**config.mk**
```make
export PLATFORM = sky130hd
export DESIGN_NAME = abc_bank
export DESIGN_NICKNAME = d
export VERILOG_FILES = /design/src/design/abc_pkg.sv /design/src/design/abc_bank.sv
export SDC_FILE = /design/constraint.sdc
export NUM_CORES = 1
export LEC_CHECK = 0
export ABC_CLOCK_PERIOD_IN_PS = 2100
export BUFFER_PORTS_ARGS = -buffer_cell sky130_fd_sc_hd__buf_2
export CAP_MARGIN = 20
export CORE_ASPECT_RATIO = 1.5
export CORE_MARGIN = 2
export CORE_UTILIZATION = 50
export CTS_BUF_LIST = sky130_fd_sc_hd__clkbuf_4 sky130_fd_sc_hd__clkbuf_8 sky130_fd_sc_hd__clkbuf_16
export CTS_CLUSTER_SIZE = 24
export DETAILED_ROUTE_END_ITERATION = 8
export PLACE_DENSITY = 0.77
export SLEW_MARGIN = 20
export SYNTH_ARGS = -nofsm -noshare
export SYNTH_HDL_FRONTEND = slang
export SYNTH_SLANG_ARGS = --single-unit
export TNS_END_PERCENT = 10
```
**constraint.sdc**
```tcl
create_clock -name pclk -period 2.1 [get_ports pclk]
set_clock_uncertainty 0.2 [all_clocks]
set_input_delay 0.105 -clock pclk [delete_from_list [all_inputs] [get_ports pclk]]
set_output_delay 0.105 -clock pclk [all_outputs]
set_load 0.01 [all_outputs]
```
**src/design/abc_pkg.sv**
```systemverilog
// constants for the analog bias configuration register bank
package abc_pkg;

  // ----------------------------------------------------------------
  // register geometry
  // ----------------------------------------------------------------
  localparam int unsigned REG_W    = 16;
  localparam int unsigned NUM_REGS = 7;
  localparam int unsigned IDX_W    = 3;

  // ----------------------------------------------------------------
  // register indices (byte address is four times the index)
  // ----------------------------------------------------------------
  localparam logic [7:0] IDX_COLUMN_READOUT_ENABLES  = 8'h28;
  localparam logic [7:0] IDX_PIXEL_ARRAY_LEVELS      = 8'h29;
  localparam logic [7:0] IDX_FRONTEND_POWERUP        = 8'h30;
  localparam logic [7:0] IDX_REFERENCE_POWERUP       = 8'h40;
  localparam logic [7:0] IDX_CURRENT_REFERENCE_SETUP = 8'h41;
  localparam logic [7:0] IDX_FRONTEND_CURRENT_TRIMS  = 8'h42;
  localparam logic [7:0] IDX_COLUMN_SELECTOR_TRIMS   = 8'h43;

  // ----------------------------------------------------------------
  // slots in the storage array
  // ----------------------------------------------------------------
  localparam logic [IDX_W-1:0] SLOT_READOUT  = 3'h0;
  localparam logic [IDX_W-1:0] SLOT_LEVELS   = 3'h1;
  localparam logic [IDX_W-1:0] SLOT_FE_PWR   = 3'h2;
  localparam logic [IDX_W-1:0] SLOT_REF_PWR  = 3'h3;
  localparam logic [IDX_W-1:0] SLOT_REF_CFG  = 3'h4;
  localparam logic [IDX_W-1:0] SLOT_FE_TRIM  = 3'h5;
  localparam logic [IDX_W-1:0] SLOT_SEL_TRIM = 3'h6;

  // ----------------------------------------------------------------
  // reset values
  // ----------------------------------------------------------------
  localparam logic [REG_W-1:0] RST_COLUMN_READOUT_ENABLES  = 16'h0000;
  localparam logic [REG_W-1:0] RST_PIXEL_ARRAY_LEVELS      = 16'h0b5a;
  localparam logic [REG_W-1:0] RST_FRONTEND_POWERUP        = 16'h0000;
  localparam logic [REG_W-1:0] RST_REFERENCE_POWERUP       = 16'h0000;
  localparam logic [REG_W-1:0] RST_CURRENT_REFERENCE_SETUP = 16'h888b;
  localparam logic [REG_W-1:0] RST_FRONTEND_CURRENT_TRIMS  = 16'h53c8;
  localparam logic [REG_W-1:0] RST_COLUMN_SELECTOR_TRIMS   = 16'h8888;

  // ----------------------------------------------------------------
  // field positions
  // ----------------------------------------------------------------
  localparam int unsigned POS_CORE_POWERUP      = 0;
  localparam int unsigned POS_MUX_POWERUP       = 1;
  localparam int unsigned POS_COLBIAS_ENABLE    = 2;
  localparam int unsigned POS_DOUBLE_SLOPE      = 0;
  localparam int unsigned POS_TRIPLE_SLOPE      = 4;
  localparam int unsigned POS_ANTIBLOOM         = 8;
  localparam int unsigned POS_CASCODE           = 11;
  localparam int unsigned POS_TESTPATTERN       = 13;
  localparam int unsigned POS_INJECTLEVEL       = 14;
  localparam int unsigned POS_LEVELS_RSVD       = 15;
  localparam int unsigned POS_FE_POWERUP        = 0;
  localparam int unsigned POS_BANDGAP_POWERUP   = 0;
  localparam int unsigned POS_EXT_RESISTOR      = 0;
  localparam int unsigned POS_PRECHARGE_TRIM    = 4;
  localparam int unsigned POS_COLBIAS_TRIM      = 8;
  localparam int unsigned POS_PUMP_TRIM         = 12;
  localparam int unsigned POS_FE_CURRENT_TRIM   = 0;
  localparam int unsigned POS_CONVERTER_TRIM    = 4;
  localparam int unsigned POS_GAIN_STAGE_TRIM   = 8;
  localparam int unsigned POS_SEL_FIRST_TRIM    = 0;
  localparam int unsigned POS_SEL_SECOND_TRIM   = 4;
  localparam int unsigned POS_SEL_DELAY_TRIM    = 8;

  // ----------------------------------------------------------------
  // bus shape
  // ----------------------------------------------------------------
  localparam int unsigned ADDR_W = 12;
  localparam int unsigned DATA_W = 32;

endpackage

```
**src/design/abc_bank.sv**
```systemverilog
// apb register bank holding the analog bias and power configuration
//
// Function
// [RQ1] control word bit 1 powers the column multiplexer up when set, bit 2 enables column bias.
// [RQ2] the level register resets to 0xb5a with double slope, triple slope, antibloom, cascode.
// [RQ3] level bit 13 turns on column test patterns and bit 14 picks the level, both reset low.
// [RQ4] bit 0 at index 48 powers all 64 column front-ends up when set and resets low.
// [RQ5] the reference setup resets to 0x888b and bit 0 set selects the external resistor.
// [RQ6] reference setup holds precharge, column bias and pump trims of 4 bits, each reset to 8.
// [RQ7] front-end trims reset to 0x53c8 with current, converter and 7-bit gain-stage trims.
// [RQ8] selector trims reset to 0x8888 with first stage, second stage and delay trims.
// [RQ9] control word bit 0 powers the image core up when set and resets low.
// [RQ10] every register loads its default on reset, holds writes and reads back unchanged, except level bit 15, which reads as zero.
`timescale 1ns/1ps
`default_nettype none

module abc_bank
  import abc_pkg::*;
(
  input  wire logic                       pclk,
  input  wire logic                       presetn,
  input  wire logic                       pclk_en,
  input  wire logic                       psel,
  input  wire logic                       penable,
  input  wire logic                       pwrite,
  input  wire logic [abc_pkg::ADDR_W-1:0] paddr,
  input  wire logic [abc_pkg::DATA_W-1:0] pwdata,
  output logic      [abc_pkg::DATA_W-1:0] prdata,
  output logic                            pready,
  output logic                            pslverr,
  output logic                            core_powerup,
  output logic                            mux_powerup,
  output logic                            colbias_enable,
  output logic      [3:0]                 double_slope_level,
  output logic      [3:0]                 triple_slope_level,
  output logic      [2:0]                 antibloom_level,
  output logic      [1:0]                 cascode_level,
  output logic                            testpattern_enable,
  output logic                            inject_level,
  output logic                            frontend_powerup,
  output logic                            bandgap_powerup,
  output logic                            external_resistor,
  output logic      [3:0]                 precharge_trim,
  output logic      [3:0]                 colbias_trim,
  output logic      [3:0]                 pump_current_trim,
  output logic      [3:0]                 frontend_current_trim,
  output logic      [3:0]                 converter_trim,
  output logic      [6:0]                 gain_stage_trim,
  output logic      [3:0]                 selector_first_stage_trim,
  output logic      [3:0]                 selector_second_stage_trim,
  output logic      [3:0]                 selector_delay_trim
);

  import abc_pkg::*;

  // ----------------------------------------------------------------
  // reset table per storage slot
  // ----------------------------------------------------------------
  localparam logic [REG_W-1:0] RST_TABLE [NUM_REGS] = '{
    RST_COLUMN_READOUT_ENABLES,
    RST_PIXEL_ARRAY_LEVELS,
    RST_FRONTEND_POWERUP,
    RST_REFERENCE_POWERUP,
    RST_CURRENT_REFERENCE_SETUP,
    RST_FRONTEND_CURRENT_TRIMS,
    RST_COLUMN_SELECTOR_TRIMS
  };

  logic [REG_W-1:0]  store_reg [NUM_REGS];
  logic [IDX_W-1:0]  slot;
  logic              hit;
  logic              setup_phase;
  logic              wr_commit;
  logic [REG_W-1:0]  rd_value;

  // ----------------------------------------------------------------
  // address decode: word index into storage slot
  // ----------------------------------------------------------------
  always_comb begin
    slot = SLOT_READOUT;
    hit  = 1'b0;
    if (paddr[1:0] == 2'h0) begin
      case (paddr[ADDR_W-1:2])
        10'(IDX_COLUMN_READOUT_ENABLES): begin
          slot = SLOT_READOUT;
          hit  = 1'b1;
        end
        10'(IDX_PIXEL_ARRAY_LEVELS): begin
          slot = SLOT_LEVELS;
          hit  = 1'b1;
        end
        10'(IDX_FRONTEND_POWERUP): begin
          slot = SLOT_FE_PWR;
          hit  = 1'b1;
        end
        10'(IDX_REFERENCE_POWERUP): begin
          slot = SLOT_REF_PWR;
          hit  = 1'b1;
        end
        10'(IDX_CURRENT_REFERENCE_SETUP): begin
          slot = SLOT_REF_CFG;
          hit  = 1'b1;
        end
        10'(IDX_FRONTEND_CURRENT_TRIMS): begin
          slot = SLOT_FE_TRIM;
          hit  = 1'b1;
        end
        10'(IDX_COLUMN_SELECTOR_TRIMS): begin
          slot = SLOT_SEL_TRIM;
          hit  = 1'b1;
        end
        default: begin
          slot = SLOT_READOUT;
          hit  = 1'b0;
        end
      endcase
    end
  end

  // setup phase starts a zero-wait answer; commit happens in access phase
  assign setup_phase = psel & ~penable;
  assign wr_commit   = psel & penable & pready & pwrite & hit;

  // ----------------------------------------------------------------
  // handshake: pready rises in the access phase, low otherwise
  // ----------------------------------------------------------------
  always_ff @(posedge pclk or negedge presetn) begin
    if (!presetn) begin
      pready <= 1'b0;
    end else if (pclk_en) begin
      pready <= setup_phase;
    end
  end

  // unmapped or misaligned addresses answer with an error
  always_ff @(posedge pclk or negedge presetn) begin
    if (!presetn) begin
      pslverr <= 1'b0;
    end else if (pclk_en) begin
      pslverr <= setup_phase & ~hit;
    end
  end

  // read value: reserved level bit 15 reads as zero
  always_comb begin
    rd_value = store_reg[slot];
    if (slot == SLOT_LEVELS) begin
      rd_value[POS_LEVELS_RSVD] = 1'b0;
    end
  end

  // read data captured in setup, stable through the access phase
  always_ff @(posedge pclk or negedge presetn) begin
    if (!presetn) begin
      prdata <= '0;
    end else if (pclk_en) begin
      if (setup_phase && !pwrite && hit) begin
        prdata <= {{(DATA_W-REG_W){1'b0}}, rd_value}; // [RQ10]
      end else if (setup_phase) begin
        prdata <= '0;
      end
    end
  end

  // ----------------------------------------------------------------
  // storage: each slot loads its default and holds until written
  // ----------------------------------------------------------------
  for (genvar i = 0; i < NUM_REGS; i++) begin : g_store
    always_ff @(posedge pclk or negedge presetn) begin
      if (!presetn) begin
        store_reg[i] <= RST_TABLE[i]; // [RQ10] [RQ2] [RQ5] [RQ7] [RQ8]
      end else if (pclk_en && wr_commit && (slot == IDX_W'(i))) begin
        store_reg[i] <= pwdata[REG_W-1:0]; // [RQ10]
      end
    end
  end

  // ----------------------------------------------------------------
  // field outputs, taken straight from the storage flops
  // ----------------------------------------------------------------
  // image core control word
  assign core_powerup   = store_reg[SLOT_READOUT][POS_CORE_POWERUP];   // [RQ9]
  assign mux_powerup    = store_reg[SLOT_READOUT][POS_MUX_POWERUP];    // [RQ1]
  assign colbias_enable = store_reg[SLOT_READOUT][POS_COLBIAS_ENABLE]; // [RQ1]

  // pixel array levels and column test pattern
  assign double_slope_level = store_reg[SLOT_LEVELS][POS_DOUBLE_SLOPE +: 4]; // [RQ2]
  assign triple_slope_level = store_reg[SLOT_LEVELS][POS_TRIPLE_SLOPE +: 4]; // [RQ2]
  assign antibloom_level    = store_reg[SLOT_LEVELS][POS_ANTIBLOOM +: 3];    // [RQ2]
  assign cascode_level      = store_reg[SLOT_LEVELS][POS_CASCODE +: 2];      // [RQ2]
  assign testpattern_enable = store_reg[SLOT_LEVELS][POS_TESTPATTERN];       // [RQ3]
  assign inject_level       = store_reg[SLOT_LEVELS][POS_INJECTLEVEL];       // [RQ3]

  // power enables for front-ends and bandgap
  assign frontend_powerup = store_reg[SLOT_FE_PWR][POS_FE_POWERUP];       // [RQ4]
  assign bandgap_powerup  = store_reg[SLOT_REF_PWR][POS_BANDGAP_POWERUP];

  // current reference setup
  assign external_resistor = store_reg[SLOT_REF_CFG][POS_EXT_RESISTOR];       // [RQ5]
  assign precharge_trim    = store_reg[SLOT_REF_CFG][POS_PRECHARGE_TRIM +: 4]; // [RQ6]
  assign colbias_trim      = store_reg[SLOT_REF_CFG][POS_COLBIAS_TRIM +: 4];   // [RQ6]
  assign pump_current_trim = store_reg[SLOT_REF_CFG][POS_PUMP_TRIM +: 4];      // [RQ6]

  // front-end current trims
  assign frontend_current_trim = store_reg[SLOT_FE_TRIM][POS_FE_CURRENT_TRIM +: 4]; // [RQ7]
  assign converter_trim        = store_reg[SLOT_FE_TRIM][POS_CONVERTER_TRIM +: 4];  // [RQ7]
  assign gain_stage_trim       = store_reg[SLOT_FE_TRIM][POS_GAIN_STAGE_TRIM +: 7]; // [RQ7]

  // column selector trims
  assign selector_first_stage_trim  = store_reg[SLOT_SEL_TRIM][POS_SEL_FIRST_TRIM +: 4];  // [RQ8]
  assign selector_second_stage_trim = store_reg[SLOT_SEL_TRIM][POS_SEL_SECOND_TRIM +: 4]; // [RQ8]
  assign selector_delay_trim        = store_reg[SLOT_SEL_TRIM][POS_SEL_DELAY_TRIM +: 4];  // [RQ8]

endmodule

`default_nettype wire

```
; Word level (Yosys, flattened, before mapping)
; Cells that the tools add are included.
[classes]
magnitude_cmp = 1
n_eq_ne = 13
muxes = 10
bitwise_logic = 9
n_reduce_logical = 16
[ops]
columns = operator, count
row1 = $mux W32, 2
row2 = $bmux W16 S3, 1
row3 = $eq A10 B7 Y1 const B, 4
row4 = $mux W16, 2
row5 = $eq A10 B6 Y1 const B, 3
row6 = $pmux W3 S6, 1
row7 = $logic_and A1 B1 Y1, 10
row8 = $eq A3 B3 Y1 const B, 3
row9 = $reduce_or A7 Y1, 1
row10 = $and A1 B1 Y1, 6
row11 = $eq A3 B2 Y1 const B, 2
row12 = $ge A4 B4 Y1 const B, 1
row13 = $not A3 Y4, 1
row14 = $eq A3 B1 Y1 const B, 1
row15 = $logic_not A3 Y1, 1
row16 = $mux W1, 3
row17 = $mux W3, 1
row18 = $logic_not A2 Y1, 1
row19 = $not A1 Y1, 2
row20 = $reduce_and A2 Y1, 1
row21 = $reduce_bool A2 Y1, 1
row22 = $logic_not A1 Y1, 1
[word_totals]
regBits = 146
inputBits = 50
out_inout_bits = 94
wordCells = 59

; Depth between registers and ports, before layout
[depth]
word_depth = 9
ltp_mapped = 10
depth_no_buf = 6

; Worst setup path before layout
; OpenSTA, ideal clock, no wires.
[synth_timing]
path_type = input -> register
from = input port paddr[9] (netlist bit)
to = register store_reg[53] (netlist bit)
setup_ns = 0.125
arrival_time_ns = 2.166
required_ns = 1.775
setup_slack_ns = -0.391
cell_stages = 7
path_buffers = 2
cell_sequence = or4_1 buf_6 nor3_2 o21ai_1 nor4_4 buf_4 mux2_2
[synth_between]
elab_chain_cells = 7
elab_cells_between_ends = 16
cone_classes = 8 x eq/ne / 4 x mux / 1 x bitwise / 3 x reduce/logical
[synth_rtl]
columns = element, line
row1 = from (decl), abc_bank.sv:26  ; input wire logic [abc_pkg::ADDR_W-1:0] paddr,
row2 = $eq A10 B7 Y1 / $eq A10 B6 Y1 (equally long branches), abc_bank.sv:83  ; case (paddr[ADDR_W-1:2])
row3 = $reduce_or A7 Y1 (no source line), --
row4 = $mux W1, abc_bank.sv:83
row5 = $mux W1, abc_bank.sv:82  ; if (paddr[1:0] == 2'h0) begin
row6 = $and A1 B1 Y1, abc_bank.sv:122  ; assign wr_commit = psel & penable & pready & pwrite & hit;
row7 = $logic_and A1 B1 Y1, abc_bank.sv:172  ; end else if (pclk_en && wr_commit && (slot == IDX_W'(i))) begin
row8 = $logic_and A1 B1 Y1 (*), abc_bank.sv:172
row9 = "to (signal, indexed assignment)", abc_bank.sv:171  ; store_reg[i] <= RST_TABLE[i];
row10 = "to (signal, indexed assignment)", abc_bank.sv:173  ; store_reg[i] <= pwdata[REG_W-1:0];
row11 = to (decl), abc_bank.sv:69  ; logic [REG_W-1:0] store_reg [NUM_REGS];
; Mark *: on every way between the ends. The rest lies on a longest branch, timed or not.
; A chain may end at the register's enable or synchronous reset.

; Worst setup path after layout
[layout_timing]
from = input port paddr[9] (netlist bit)
to = register store_reg[31] (netlist bit)
; Same word-level chain as after synthesis.

==> results.md <==
- TritonCTS clock tree: built
- DP Area: 8070 um^2
- Vias per cell: 5.98
- Unrepaired setup endpoints after global routing: true
- Hold Path Class: in -> async
- Max cap viols: 0
- #FFs+latches synth: 129
- Yosys top cell area share: 0.378
- Number of global-route vias before repair: 5923
- Row Count: 52
- Initial antenna violation count: 0
- Outcome: finished clean
- Metal-1 WL: 7.75 mm
- WL per Instance: 22.1 um
- GRT Residual Overflow: 0
- Leading area contributor after synthesis: dfrtp_1
- Synth-to-Final Area Change: 29.6%
- H-tree Lvls: 4
- Max frequency: 479 MHz
- Largest cells by area after synthesis: dfrtp_1 (38%), mux2_2 (17%), dfstp_2 (9.1%), buf_4 (7.8%), mux2_4 (4.3%)
- WS Path Type: in -> reg
- Vias post-DR: 5582
- Clk Tree Root Cell: clkbuf_16
- Rel. slew slack: 0.662
- Max reg flops: 51
- Synthesized area per cell: 12.0 um^2
- Worst path most repeated cell: or4_4
- P per Cell Area: 648 nW/um^2
- FFs w/ async S/R, synth: 1.00
- Mapped cell area: 6950 um^2
- WP data required: 2.20 ns
- Final-stage net count: 808
- DR pass1 iterations: 7
- Non-filler instance count after layout: 933
- First-pass GRT wire length: 31.5 mm
- Worst Setup End Kind: flip-flop
- Clk_lat worst skew: 0.42 ns
- Initial core utilization: 0.514
- Final Hold Viols: 0
- Max-slew violation count: 0
- Critical path launch point type: input pin
- Synth unique cells: 66
- Worst path slowest cell: or4_4
- Worst-Margin Slew: 0.504 ns
- Wirelength, routed: 20.6 mm
- Tcrit/Tclk final: 0.994
- Sequential element share of the synthesized area: 0.469
- Ys Warns: 0
- Leakage dissipation: 4.54 nW
- Layout cells sized above 1: 0.565
- Crit-path cells: buf_2 -> or4_4 -> or4_4 -> nand2_1 -> or3_1 -> buf_4 -> mux2_2
- Die X: 100 um
- Routed wl met3: 1.17 mm
- IO buf count: 111
- Core Area: 13500 um^2
- Clk slew on worst S/H paths: 0.06 ns
- Worst vdd ir: 0.719 mV
- Reg-to-reg setup timing slack: 0.05 ns
- WL met2: 10.7 mm
- First DRT Iteration DRCs: 419
- GP Congestion: 0.963
- Final Setup Violations: 0
- Post-layout min period: 2.09 ns
- I/O pins: 144
- Critical path's top delay family: simple AND/OR/NAND/NOR gates
- Crit-path max cell delay: 0.60 ns
- Most common cell in the netlist: dfrtp_1
- Total power: 5.84 mW
- Gate Count Post-Synth: 580
- DP HPWL: 14.3 mm
- Top layer in use: met4
- Die height: 148 um
- CP arrival: 2.19 ns
- Clk sinks: 129
- Post-layout instance area: 9010 um^2
- Dominant synthesized flop cell: dfrtp_1
- Longest Clk Path Bufs: 2
- Crit-path max FO: 8
- Total track usage: 0.277
- Ant. Diodes: 0
- Largest net degree at the start of global routing: 61
- Die Area: 14900 um^2
- Cells after DPL: 874
- DR DRC count: 0
- EDFF count, synth: 0
- Remaining antenna violation count: 0
- CP bufs+invs: 2
- TritonCTS buffer count: 17
- Synth top cells by count: dfrtp_1 (105), mux2_2 (103), buf_4 (72)
==> placed cells by master (no fill, tap or decap), drive strengths merged, types with 6 or more instances in the layout <==
cell | Yosys | routed
clkbuf | 10 | 18
a21oi | 8 | 8
buf | 84 | 215
o221ai | 11 | 11
nand2 | 42 | 42
nor2 | 15 | 15
inv | 6 | 14
a221oi | 11 | 11
nand3 | 7 | 7
dfrtp | 105 | 105
a31oi | 6 | 6
a21boi | 9 | 9
a22o | 6 | 6
conb | 1 | 16
mux2 | 123 | 123
nand2b | 10 | 10
a21o | 7 | 7
o21ai | 19 | 19
dlygate4sd3 | 0 | 22
nor3 | 7 | 7
dfstp | 24 | 24
==> cell families after synthesis <==
kind of cell,synth area share
compound gates,0.121
buf+inv,0.103
flops,0.469
mux,0.213
other cells,0.000540
simple gates,0.0936
==> power by group <==
group	total (mW)	switching [mW]	leakage, nW	internal [mW]
registers	2.49	0.00180	1.71	2.49
logic	0.344	0.208	2.55	0.136
clock network	3.00	1.22	0.284	1.78
total	5.84	1.43	4.54	4.41
==> layer usage <==
| metal | global-route usage | vias up |
|---|---|---|
| met2 | 0.477 | 270 |
| met4 | 0.147 | 0 |
| li1 | - | 2412 |
| met1 | 0.324 | 2820 |
| met3 | 0.0512 | 80 |
| met5 | 0 | - |
==> metrics by stage <==
step	hold slack [ns]	TNS (ns)	setup slack, ns	util
6_report	0.0327	0	0.0116	0.666
5_1_grt	0.0776	-0.0808	-0.0198	0.666
4_1_cts	0.0373	-0.0625	-0.0171	0.658
3_5_place_dp	-0.236	-38.88	-0.376	0.596
3_3_place_gp	-0.239	-34.32	-0.368	0.596
2_1_floorplan	-0.391	-22.92	-0.281	-
==> worst reg2reg max path: cells and delay by family, from the launching register on <==
kind	cells	cell delay, ns
AND/OR/NAND/NOR	4	0.94
buffers and inverters	1	0.16
flip-flops	1	0.34
multiplexers	1	0.30
==> layout make-up <==
cell class,count,area (um^2)
clock buffer,17,425
clock inverter,15,173
fill,974,4520
inverter,6,22.5
multi-input combinational,366,3210
sequential,129,3260
tap,162,203
timing repair buffer,238,1720
==> worst paths after layout <==
check | to | from | cells past startpoint
hold reg to reg | prdata[4] | prdata[4] | 2
setup / recovery | store_reg[31] | paddr[9] | 7
min in group pclk | pslverr | paddr[0] | 6
setup reg to reg | antibloom_level[2] | pready | 6
hold / removal | prdata[3] | presetn | 3
max in group asynchronous | store_reg[57] | presetn | 3
==> what timing repair did <==
item                                    CTS  global route
hold buffers                             22             0
pin swaps                                 0             6
gates cloned                              0             1
setup buffers                             0             4
endpoints found under the setup margin   48            76
resized for setup                         4            11
endpoints found under the hold margin   242             0
Note: power is estimated with default switching activity, not from simulation.
